## src/common/fso_pkg.sv

```systemverilog
// ----------------------------------------
// register map, fields, resets, timing
// ----------------------------------------
package fso_pkg;
    localparam logic [7:0] A_DO = 8'h00;
    localparam logic [7:0] A_KIND = 8'h04;
    localparam logic [7:0] A_PAT = 8'h08;
    localparam logic [7:0] A_DLY = 8'h0C;
    localparam logic [7:0] A_COMMIT = 8'h10;
    localparam logic [7:0] A_STAT = 8'h14;
    localparam logic [7:0] A_PT_BASE = 8'h20;
    localparam logic [7:0] A_PB_BASE = 8'h30;
    localparam int NPTS = 4;
    localparam int COMMIT_BIT = 0;
    localparam int S_COMM = 0;
    localparam int S_WAIT = 1;
    localparam int S_SAFE = 2;
    localparam int S_KIND = 8;
    localparam logic [7:0] K_OFF = 8'h01;
    localparam logic [7:0] K_PAT = 8'h02;
    localparam logic [7:0] K_LAST = 8'h03;
    localparam logic [3:0] RST_DO = 4'h0;
    localparam logic [7:0] RST_KIND = 8'h01;
    localparam logic [3:0] RST_PAT = 4'h0;
    localparam logic [7:0] RST_DLY = 8'h00;
    localparam int CLK_NS = 40;
    localparam int TENTH_NS = 100000000;
    localparam int TENTH_CYC = TENTH_NS / CLK_NS;
    typedef enum logic [2:0] {
        ST_RUN = 3'b001,
        ST_WAIT = 3'b010,
        ST_SAFE = 3'b100
    } fso_state_t;
endpackage : fso_pkg

```

## src/common/fso_tmr_if.sv

```systemverilog
`timescale 1ns/1ps
`default_nettype none
// ----------------------------------------
// link between control fsm and delay timer
// ----------------------------------------
interface fso_tmr_if;
    logic start;
    logic cancel;
    logic [7:0] delay;
    logic expired;
    modport ctl (output start, output cancel, output delay, input expired);
    modport tmr (input start, input cancel, input delay, output expired);
endinterface : fso_tmr_if
`default_nettype wire

```

## src/fso_delay_timer.sv

```systemverilog
`timescale 1ns/1ps
`default_nettype none
module fso_delay_timer #(
    parameter int unsigned P_TENTH_CYC = fso_pkg::TENTH_CYC
) (
    input wire logic i_clk,
    input wire logic i_rst_b,
    input wire logic i_ce,
    fso_tmr_if.tmr tif
);
    localparam int PW = $clog2(P_TENTH_CYC + 1);
    localparam logic [PW-1:0] PRE_LAST = PW'(P_TENTH_CYC - 1);
    logic [PW-1:0] pre;
    logic [PW-1:0] next_pre;
    logic [7:0] cnt;
    logic [7:0] next_cnt;
    logic run;
    logic next_run;
    logic next_exp;

    // ----------------------------------------
    // tenth-second prescaler and delay count
    // ----------------------------------------
    always_comb begin
        next_pre = pre;
        next_cnt = cnt;
        next_run = run;
        next_exp = 1'b0;
        if (tif.cancel) begin
            next_run = 1'b0;
        end else if (tif.start) begin
            next_run = 1'b1;
            next_cnt = tif.delay;
            next_pre = '0;
        end else if (run) begin
            if (pre == PRE_LAST) begin
                next_pre = '0;
                // a count of one or less ends on this tenth
                if (cnt <= 8'h01) begin
                    next_run = 1'b0;
                    next_exp = 1'b1;
                end else begin
                    next_cnt = cnt - 8'h01;
                end
            end else begin
                next_pre = pre + PW'(1);
            end
        end
    end

    always_ff @(posedge i_clk or negedge i_rst_b) begin
        if (!i_rst_b) begin
            pre <= '0;
            cnt <= 8'h00;
            run <= 1'b0;
            tif.expired <= 1'b0;
        end else if (i_ce) begin
            pre <= next_pre;
            cnt <= next_cnt;
            run <= next_run;
            tif.expired <= next_exp;
        end
    end

    property p_exp_pulse;
        @(posedge i_clk) disable iff (!i_rst_b)
        tif.expired && i_ce |=> !tif.expired;
    endproperty
    a_exp_pulse: assert property (p_exp_pulse)
        else $error("expiry longer than one cycle");
endmodule : fso_delay_timer
`default_nettype wire

```

## src/fso_top.sv

```systemverilog
`timescale 1ns/1ps
`default_nettype none
module fso_top #(
    parameter int unsigned P_TENTH_CYC = fso_pkg::TENTH_CYC
) (
    input wire logic i_clk,
    input wire logic i_rst_b,
    input wire logic i_ce,
    input wire logic [7:0] i_addr,
    input wire logic [31:0] i_wdata,
    input wire logic i_wr,
    input wire logic i_rd,
    input wire logic i_comm_ok,
    output logic [31:0] o_rdata,
    output logic [3:0] o_points,
    output logic o_failsafe_active
);
    fso_pkg::fso_state_t st;
    fso_pkg::fso_state_t next_st;
    logic [3:0] host_out;
    logic [3:0] next_host;
    logic [7:0] stg_kind;
    logic [7:0] next_stg_kind;
    logic [3:0] stg_pat;
    logic [3:0] next_stg_pat;
    logic [7:0] stg_dly;
    logic [7:0] next_stg_dly;
    logic commit_flag;
    logic next_commit;
    logic [7:0] act_kind;
    logic [7:0] next_act_kind;
    logic [3:0] act_pat;
    logic [3:0] next_act_pat;
    logic [7:0] act_dly;
    logic [7:0] next_act_dly;
    logic [3:0] next_points;
    logic next_fs_active;
    logic [31:0] next_rdata;
    logic [31:0] stat;
    logic [3:0] pt_we;
    logic [3:0] pb_we;
    logic [3:0] host_bits;
    logic [3:0] pat_bits;
    logic we_do;
    logic we_commit;
    logic host_wr;

    fso_tmr_if tif ();

    fso_delay_timer #(
        .P_TENTH_CYC(P_TENTH_CYC)
    ) u_timer (
        .i_clk(i_clk),
        .i_rst_b(i_rst_b),
        .i_ce(i_ce),
        .tif(tif.tmr)
    );

    // ----------------------------------------
    // address decode
    // ----------------------------------------
    assign we_do = i_wr && (i_addr == fso_pkg::A_DO);
    assign we_commit = i_wr && (i_addr == fso_pkg::A_COMMIT);
    assign host_wr = we_do || (|pt_we);

    for (genvar n = 0; n < fso_pkg::NPTS; n++) begin : g_pt
        assign pt_we[n] = i_wr && (i_addr == fso_pkg::A_PT_BASE + 8'(4 * n));
        assign pb_we[n] = i_wr && (i_addr == fso_pkg::A_PB_BASE + 8'(4 * n));
        assign host_bits[n] = pt_we[n] ? i_wdata[0] : host_out[n];
        assign pat_bits[n] = pb_we[n] ? i_wdata[0] : stg_pat[n];
    end

    // ----------------------------------------
    // registers, staging and commit
    // ----------------------------------------
    always_comb begin
        next_host = host_bits;
        next_stg_kind = stg_kind;
        next_stg_pat = pat_bits;
        next_stg_dly = stg_dly;
        next_act_kind = act_kind;
        next_act_pat = act_pat;
        next_act_dly = act_dly;
        next_commit = commit_flag;
        if (we_do) begin
            next_host = i_wdata[3:0];
        end
        if (i_wr && (i_addr == fso_pkg::A_KIND)) begin
            next_stg_kind = i_wdata[7:0];
        end
        if (i_wr && (i_addr == fso_pkg::A_PAT)) begin
            next_stg_pat = i_wdata[3:0];
        end
        if (i_wr && (i_addr == fso_pkg::A_DLY)) begin
            next_stg_dly = i_wdata[7:0];
        end
        if (commit_flag) begin
            next_act_kind = stg_kind;
            next_act_pat = stg_pat;
            next_act_dly = stg_dly;
            next_commit = 1'b0;
        end
        // a new commit in the transfer cycle is kept, not lost
        if (we_commit && i_wdata[fso_pkg::COMMIT_BIT]) begin
            next_commit = 1'b1;
        end
    end

    always_ff @(posedge i_clk or negedge i_rst_b) begin
        if (!i_rst_b) begin
            host_out <= fso_pkg::RST_DO;
            stg_kind <= fso_pkg::RST_KIND;
            stg_pat <= fso_pkg::RST_PAT;
            stg_dly <= fso_pkg::RST_DLY;
            act_kind <= fso_pkg::RST_KIND;
            act_pat <= fso_pkg::RST_PAT;
            act_dly <= fso_pkg::RST_DLY;
            commit_flag <= 1'b0;
        end else if (i_ce) begin
            host_out <= next_host;
            stg_kind <= next_stg_kind;
            stg_pat <= next_stg_pat;
            stg_dly <= next_stg_dly;
            act_kind <= next_act_kind;
            act_pat <= next_act_pat;
            act_dly <= next_act_dly;
            commit_flag <= next_commit;
        end
    end

    // ----------------------------------------
    // fail-safe state machine and point drive
    // ----------------------------------------
    assign tif.delay = act_dly;

    always_comb begin
        next_st = st;
        tif.start = 1'b0;
        tif.cancel = 1'b0;
        unique case (st)
            fso_pkg::ST_RUN: begin
                if (!i_comm_ok) begin
                    if (act_dly == 8'h00) begin
                        next_st = fso_pkg::ST_SAFE;
                    end else begin
                        tif.start = 1'b1;
                        next_st = fso_pkg::ST_WAIT;
                    end
                end
            end
            fso_pkg::ST_WAIT: begin
                if (i_comm_ok) begin
                    tif.cancel = 1'b1;
                    next_st = fso_pkg::ST_RUN;
                end else if (tif.expired) begin
                    next_st = fso_pkg::ST_SAFE;
                end
            end
            fso_pkg::ST_SAFE: begin
                // only a fresh output write proves the host is back in control
                if (i_comm_ok && host_wr) begin
                    next_st = fso_pkg::ST_RUN;
                end
            end
        endcase
    end

    always_comb begin
        next_points = host_out;
        if (st == fso_pkg::ST_SAFE) begin
            case (act_kind)
                fso_pkg::K_OFF: next_points = 4'h0;
                fso_pkg::K_PAT: next_points = act_pat;
                fso_pkg::K_LAST: next_points = o_points;
                // unknown kinds fall back to the safest state
                default: next_points = 4'h0;
            endcase
        end
        next_fs_active = (next_st == fso_pkg::ST_SAFE);
    end

    always_ff @(posedge i_clk or negedge i_rst_b) begin
        if (!i_rst_b) begin
            st <= fso_pkg::ST_RUN;
            o_points <= fso_pkg::RST_DO;
            o_failsafe_active <= 1'b0;
        end else if (i_ce) begin
            st <= next_st;
            o_points <= next_points;
            o_failsafe_active <= next_fs_active;
        end
    end

    // ----------------------------------------
    // read port
    // ----------------------------------------
    always_comb begin
        stat = 32'h0000_0000;
        stat[fso_pkg::S_COMM] = i_comm_ok;
        stat[fso_pkg::S_WAIT] = (st == fso_pkg::ST_WAIT);
        stat[fso_pkg::S_SAFE] = (st == fso_pkg::ST_SAFE);
        stat[fso_pkg::S_KIND +: 8] = act_kind;
        next_rdata = 32'h0000_0000;
        if (i_rd) begin
            if (i_addr == fso_pkg::A_DO) begin
                next_rdata = {28'h000_0000, host_out};
            end else if (i_addr == fso_pkg::A_STAT) begin
                next_rdata = stat;
            end else if ((i_addr[7:4] == fso_pkg::A_PT_BASE[7:4]) && (i_addr[1:0] == 2'h0)) begin
                next_rdata = {31'h0000_0000, host_out[i_addr[3:2]]};
            end
        end
    end

    always_ff @(posedge i_clk or negedge i_rst_b) begin
        if (!i_rst_b) begin
            o_rdata <= 32'h0000_0000;
        end else if (i_ce) begin
            o_rdata <= next_rdata;
        end
    end

    // ----------------------------------------
    // assertions
    // ----------------------------------------
    property p_off;
        @(posedge i_clk) disable iff (!i_rst_b)
        (st == fso_pkg::ST_SAFE) && i_ce && (act_kind == fso_pkg::K_OFF) |=> o_points == 4'h0;
    endproperty
    a_off: assert property (p_off)
        else $error("kind off did not clear points");

    property p_pat;
        @(posedge i_clk) disable iff (!i_rst_b)
        (st == fso_pkg::ST_SAFE) && i_ce && (act_kind == fso_pkg::K_PAT)
            |=> o_points == $past(act_pat);
    endproperty
    a_pat: assert property (p_pat)
        else $error("pattern not driven on points");

    property p_last;
        @(posedge i_clk) disable iff (!i_rst_b)
        (st == fso_pkg::ST_SAFE) && i_ce && (act_kind == fso_pkg::K_LAST) |=> $stable(o_points);
    endproperty
    a_last: assert property (p_last)
        else $error("last state not held");

    property p_host_drive;
        @(posedge i_clk) disable iff (!i_rst_b)
        (st != fso_pkg::ST_SAFE) && i_ce |=> o_points == $past(host_out);
    endproperty
    a_host_drive: assert property (p_host_drive)
        else $error("host value not driven outside fail-safe");

    property p_commit_clear;
        @(posedge i_clk) disable iff (!i_rst_b)
        commit_flag && i_ce && !we_commit |=> !commit_flag;
    endproperty
    a_commit_clear: assert property (p_commit_clear)
        else $error("commit flag did not clear");

    property p_transfer;
        @(posedge i_clk) disable iff (!i_rst_b)
        commit_flag && i_ce |=> (act_kind == $past(stg_kind)) && (act_dly == $past(stg_dly));
    endproperty
    a_transfer: assert property (p_transfer)
        else $error("staged config not transferred");

    property p_staged_hold;
        @(posedge i_clk) disable iff (!i_rst_b)
        !commit_flag |=> $stable(act_kind) && $stable(act_pat) && $stable(act_dly);
    endproperty
    a_staged_hold: assert property (p_staged_hold)
        else $error("active config changed without commit");

    property p_commit_zero;
        @(posedge i_clk) disable iff (!i_rst_b)
        we_commit && !i_wdata[fso_pkg::COMMIT_BIT] && !commit_flag |=> !commit_flag;
    endproperty
    a_commit_zero: assert property (p_commit_zero)
        else $error("commit zero caused action");

    property p_zero_delay;
        @(posedge i_clk) disable iff (!i_rst_b)
        (st == fso_pkg::ST_RUN) && !i_comm_ok && (act_dly == 8'h00) && i_ce
            |=> (st == fso_pkg::ST_SAFE) && o_failsafe_active;
    endproperty
    a_zero_delay: assert property (p_zero_delay)
        else $error("zero delay did not enter fail-safe");

    property p_cancel;
        @(posedge i_clk) disable iff (!i_rst_b)
        (st == fso_pkg::ST_WAIT) && i_comm_ok && i_ce |=> st == fso_pkg::ST_RUN;
    endproperty
    a_cancel: assert property (p_cancel)
        else $error("restored link did not cancel entry");

    property p_resume;
        @(posedge i_clk) disable iff (!i_rst_b)
        (st == fso_pkg::ST_SAFE) && i_comm_ok && we_do && i_ce ##1 i_ce
            |=> o_points == $past(i_wdata[3:0], 2);
    endproperty
    a_resume: assert property (p_resume)
        else $error("host write did not resume outputs");

    property p_trunc;
        @(posedge i_clk) disable iff (!i_rst_b)
        we_do && i_ce |=> host_out == $past(i_wdata[3:0]);
    endproperty
    a_trunc: assert property (p_trunc)
        else $error("packed write not cropped to four bits");
endmodule : fso_top
`default_nettype wire

```

## config.mk

```make
export PLATFORM = sky130hd
export DESIGN_NAME = fso_top
export DESIGN_NICKNAME = d
export VERILOG_FILES = /design/src/common/fso_pkg.sv /design/src/common/fso_tmr_if.sv /design/src/fso_delay_timer.sv /design/src/fso_top.sv
export SDC_FILE = /design/constraint.sdc
export NUM_CORES = 1
export LEC_CHECK = 0
export ABC_AREA = 1
export BUFFER_PORTS_ARGS = -buffer_cell sky130_fd_sc_hd__buf_4
export CAP_MARGIN = 20
export CORE_MARGIN = 10
export CORE_UTILIZATION = 50
export DETAILED_ROUTE_END_ITERATION = 6
export GPL_TIMING_DRIVEN = 1
export PLACE_DENSITY = 0.83
export SETUP_SLACK_MARGIN = 0.1
export SYNTH_ARGS = -nofsm -noshare
export SYNTH_HDL_FRONTEND = slang
export SYNTH_SLANG_ARGS = --single-unit
```

## constraint.sdc

```tcl
create_clock -name i_clk -period 3.94 [get_ports i_clk]
set_clock_uncertainty 0.05 [all_clocks]
set_input_delay 0.788 -clock i_clk [delete_from_list [all_inputs] [get_ports i_clk]]
set_output_delay 0.788 -clock i_clk [all_outputs]
set_load 0.01 [all_outputs]
```

* Word level (Yosys, flattened, before mapping)
Index checks and enable logic that the tools add are counted.
Cells by class: magnitude comparators 2, $add $sub $neg 2, bitwise operators 1, equality and inequality tests 23, reductions and logical operators 45, multiplexer cells 47
Operators with widths (number):
- $mux W22 | 3
- $eq A8 B6 Y1 const B | 8
- $mux W16 | 3
- $mux W8 | 4
- $mux W1 | 26
- $reduce_and A2 Y1 | 12
- $add A22 B1 Y22 const B | 1
- $eq A22 B22 Y1 const B | 1
- $reduce_bool A2 Y1 | 10
- $eq A8 B2 Y1 const B | 2
- $eq A8 B4 Y1 const B | 2
- $eq A8 B5 Y1 const B | 2
- $logic_and A1 B1 Y1 | 16
- $logic_not A8 Y1 | 2
- $mux W3 | 5
- $mux W4 | 3
- $pmux W3 S3 | 1
- $eq A8 B3 Y1 const B | 1
- $le A8 B1 Y1 const B | 1
- $pmux W4 S2 | 1
- $sub A8 B1 Y8 const B | 1
- $eq A3 B3 Y1 const B | 2
- $reduce_and A5 Y1 | 1
- $eq A4 B2 Y1 const B | 1
- other kinds (10) | 11
Storage, ports and cells: input port bits 46, output and inout port bits 37, logic and storage cells 142, register bits after elaboration 117

* Depth between registers and ports, before layout
depth in word-level cells 8, gate-level depth with buffers 11, mapped depth without buffers 11

* Modules after synthesis
A second synthesis with hierarchy kept.
Unflattened totals: cell total of the unflattened synthesis 650, area total of the unflattened synthesis 5335.1 µm²
By module, submodules not included:
- fso_top | seq. area each 1630.3 µm², cells each 374, area an instance 3253.1 µm², times used 1
- fso_delay_timer | seq. area each 800.8 µm², cells each 276, area an instance 2082.0 µm², times used 1

* Least setup slack after synthesis
Ideal clock, no wire load.
path type input to register, start point input port i_addr[7], end point register stg_kind[6], arrival 1696 ps, buffers on the path 1, data required time 3769 ps, setup time 121 ps, stages 7, path slack 2074 ps, path through nor2_1 > nand3_1 > nor3_2 > nand2_1 > buf_2 > nand2_1 > o21ai_1
Between the ends: longest elaborated chain between the ends 3
RTL lines:
- start: declaration | RTL line fso_top.sv:9 | input wire logic [7:0] i_addr,
- $eq A8 B3 Y1 | RTL line fso_top.sv:88 | if (i_wr && (i_addr == fso_pkg::A_KIND)) begin
- $logic_and A1 B1 Y1 | RTL line fso_top.sv:88
- $reduce_and A2 Y1 (no source line)
- end signal: assignment | RTL line fso_top.sv:112 | stg_kind <= fso_pkg::RST_KIND;
- end signal: assignment | RTL line fso_top.sv:121 | stg_kind <= next_stg_kind;
- end: declaration | RTL line fso_top.sv:22 | logic [7:0] stg_kind;
No other way between the ends. A chain may end at the register's enable or synchronous reset.

* Final worst setup path
start point register st[0], end point register u_timer.pre[4]
Between the ends: longest elaborated chain between the ends 4, elaborated cells between the ends (all ways) 8, classes of those cells eq/ne (2); mux (3); bitwise (1); reduce/logical (2)
RTL lines:
- start: declaration | RTL line fso_top.sv:18 | fso_pkg::fso_state_t st;
- start signal: assignment | RTL line fso_top.sv:184 | st <= fso_pkg::ST_RUN;
- start signal: assignment | RTL line fso_top.sv:188 | st <= next_st;
- $eq A3 B1 Y1 / $eq A3 B2 Y1 (equally long branches) | RTL line fso_top.sv:140 | unique case (st)
- $mux W1 | RTL line fso_top.sv:140
- $reduce_bool A2 Y1 (no source line) / $not A1 Y1 (equally long branches)
- $reduce_and A3 Y1 (no source line)
- end signal: assignment | RTL line fso_delay_timer.sv:58 | pre <= next_pre;
- end: declaration | RTL line fso_delay_timer.sv:13 | logic [PW-1:0] pre;
Several ways; a longest one is shown, not always the timed one.

==> impl_metrics.tcl <==
set metrics [dict create \
    status "complete, no violations" \
    powerDensity_mw_per_mm2 388 \
    avgSynthCellArea_sq_um 7.84 \
    slew_violations 0 \
    grt_pass1_wl_um 20700 \
    place_hpwl_um 9020 \
    grt_overflow 0 \
    clock_path_buffers 2 \
    layout.nets 778 \
    h-tree-depth 3 \
    synth-main-ff-cell "dfrtp_1" \
    rr_endpoint "u_timer.pre[4]$_DFFE_PN0P_" \
    cts_resized 0 \
    num_antenna_cells 0 \
    worstSkewPairLatency_ns 0.38 \
    drt_iter0_drc 340 \
    first_pass_iters 5 \
    tightest_slew_ns 0.575 \
    grt_pass1_vias 4364 \
    yosys-top-cells-area "dfrtp_1 43%, nand2_1 12%, inv_1 4.9%" \
    reg2reg_slack_ns 1.76 \
    ys_seq_elements 97 \
    post-route-period-util 0.554 \
    cp.arrival_ns 2.40 \
    yosysSeqAreaShare 0.445 \
    final.min_clock_period_ns 2.18 \
    end_kind "flop" \
    numClockSinks 97 \
    dieArea_sq_mm 0.0155 \
    post-cts-setup-buffers 0 \
    cts_tree "done" \
    leakagePower_nw 2.92 \
    hold_viol 0 \
    area.growth.synth_to_final_pct 9.83 \
    dieHeight_um 124 \
    hp-class "in -> async" \
    postRouteAntennaNets 0 \
    rr_startpoint "st[0]$_DFFE_PN1P_" \
    synth-edff-count 0 \
    die_w_um 124 \
    rsz0062_at_grt "no" \
    clkTransAtPathRegs_ns 0.11 \
    required_ns 4.16 \
    fill_cells 1029 \
    rows 38 \
    synth_top_area_frac 0.431 \
    num_vias 4574 \
    yosysTopAreaCell "dfrtp_1" \
    async_flop_share 1.00 \
    setup_tns_ns 0 \
    worstSetupStartpointType "flop" \
    max_cap_violations 0 \
    critPathLaunch "st[0]$_DFFE_PN1P_" \
    root_buffer "clkbuf_8" \
    start_util 0.508 \
    timing.fmax_mhz 458 \
    yosysWarnings 0 \
    syn_area_sq_mm 0.00546 \
    port_buffers 38 \
    grt_usage 0.156 \
    cts_hold_buf 0 \
    post_drt_via_cell_ratio 5.23 \
    power_mw 2.33 \
    numCtsBuffers 9 \
    worstSetupPathType "reg -> reg" \
    grt_max_degree 43 \
    fin_util 0.558 \
    wire_per_inst_um 14.1 \
    boundaryPins 83 \
    antenna_found_initial 0 \
    slew_headroom 0.613 \
    instances_no_fill 874 \
    crit_fanout 24 \
    syn_inst 696 \
    finalSetupViolations 0 \
    ff2ff_path_depth 8 \
    core_sq_mm 0.0107 \
    wirelength_um 12300 \
    dp_cells 857 \
    routabilityCongestion 0.897 \
    drive_above_1_share 0.147 \
    synth.distinct_cells 45 \
    setup.worst_path.end "u_timer.pre[4]$_DFFE_PN0P_" \
    vdd_ir_drop_max_v 0.000188 \
    drc 0 \
]
==> report_power, final <==
group          switching (mW)  total [mW]  internal, mW
clock                   0.414       0.669         0.255
sequential              0.125        1.22          1.09
combinational           0.288       0.439         0.152
==> state kept, by name, indices dropped and copies added (netlist names), 8 cells and up <==
register / count
u_timer.pre: 22
u_timer.cnt: 8
act_kind: 8
act_dly: 8
stg_kind: 8
o_rdata: 12
stg_dly: 8
==> routing by layer <==
metal | wire length [um] | up-vias | track usage | part of all wire
met1 | 5450 | 2141 | 0.192 | 0.44
met5 | 0 | - | 0 | 0
met2 | 6170 | 121 | 0.264 | 0.50
met3 | 525 | 17 | 0.0362 | 0.043
li1 | - | 2295 | - | -
met4 | 164 | 0 | 0.0466 | 0.013
==> logic make-up after synthesis <==
| group | Yosys count | synth area share |
|---|---|---|
| muxes | 9 | 0.0186 |
| xor gates and xnor gates | 10 | 0.0160 |
| and+or+nand+nor | 341 | 0.299 |
| DFF | 97 | 0.445 |
| other | 1 | 0.000687 |
| buffers and inverters | 119 | 0.101 |
| adders and majority gates | 3 | 0.00688 |
| AOI/OAI and AO/OA | 116 | 0.112 |
==> critical path, cell delays in order (launching register included) <==
cell     delay [ns]
dfstp_2        0.57
inv_2          0.06
nor3_4         0.16
nand3_4        0.31
nand2_4        0.20
nand2_8        0.13
inv_2          0.33
o21ai_0        0.15
o21a_1         0.12
==> cell type report <==
type | count | area, sq um | share of cell area
Multi-Input combinational cell | 499 | 2550 | 0.425
Timing Repair Buffer | 42 | 335 | 0.0559
Inverter | 80 | 303 | 0.0505
Sequential cell | 97 | 2430 | 0.405
Clock inverter | 7 | 81.3 | 0.0136
Tap cell | 140 | 175 | 0.0292
Clock buffer | 9 | 124 | 0.0207
==> metrics by stage <==
step / hold WS [ns] / worst slack (ns) / cell area (sq um)
finish: 0.340 / 1.76 / 6000
global route: 0.360 / 1.58 / 6000
CTS: 0.348 / 1.75 / 5970
detailed placement: 0.415 / 1.42 / 5760
global placement: 0.413 / 1.47 / 5760
floorplan: 0.397 / 2.07 / 5530
==> worst min-delay path by stage <==
stage                       startpoint                          end  slack (ns)  cells after the start
4_1_cts                        i_rst_b  u_timer.pre[14]$_DFFE_PN0P_        0.35                      1
2_1_floorplan  commit_flag$_DFFE_PN0P_      commit_flag$_DFFE_PN0P_        0.40                      2
3_3_place_gp   stg_kind[0]$_DFFE_PN1P_      stg_kind[0]$_DFFE_PN1P_        0.41                      2
6_report                       i_rst_b  u_timer.pre[14]$_DFFE_PN0P_        0.34                      1
3_5_place_dp   stg_kind[0]$_DFFE_PN1P_      stg_kind[0]$_DFFE_PN1P_        0.41                      2
5_1_grt                        i_rst_b  u_timer.pre[14]$_DFFE_PN0P_        0.36                      1
==> cell usage after synthesis (all sizes together) (2+ instances only) <==
master,n
a21oi,24
a22oi,2
buf,32
clkbuf,7
dfrtp,94
dfstp,3
ha,3
inv,80
mux2,9
nand2,187
nand3,41
nand3b,3
nand4,22
nor2,70
nor3,13
nor4,3
o211ai,2
o21ai,79
o22ai,2
o31ai,3
or2,2
xnor2,2
xor2,8
==> cells in the final DEF, fill, tap and decap left out, types with 4 or more instances in the layout <==
master    instances
nand2_1         181
dfrtp_1          94
inv_1            71
nor2_1           59
buf_4            41
o21ai_0          40
o21ai_1          39
nand3_1          35
a21oi_1          24
nand4_1          21
conb_1           20
nor3_1            9
mux2_2            9
clkbuf_8          9
inv_2             8
xor2_1            8
nor2_4            6
nand2_4           4
nor2_2            4
Power figures use the tool's default switching activity.
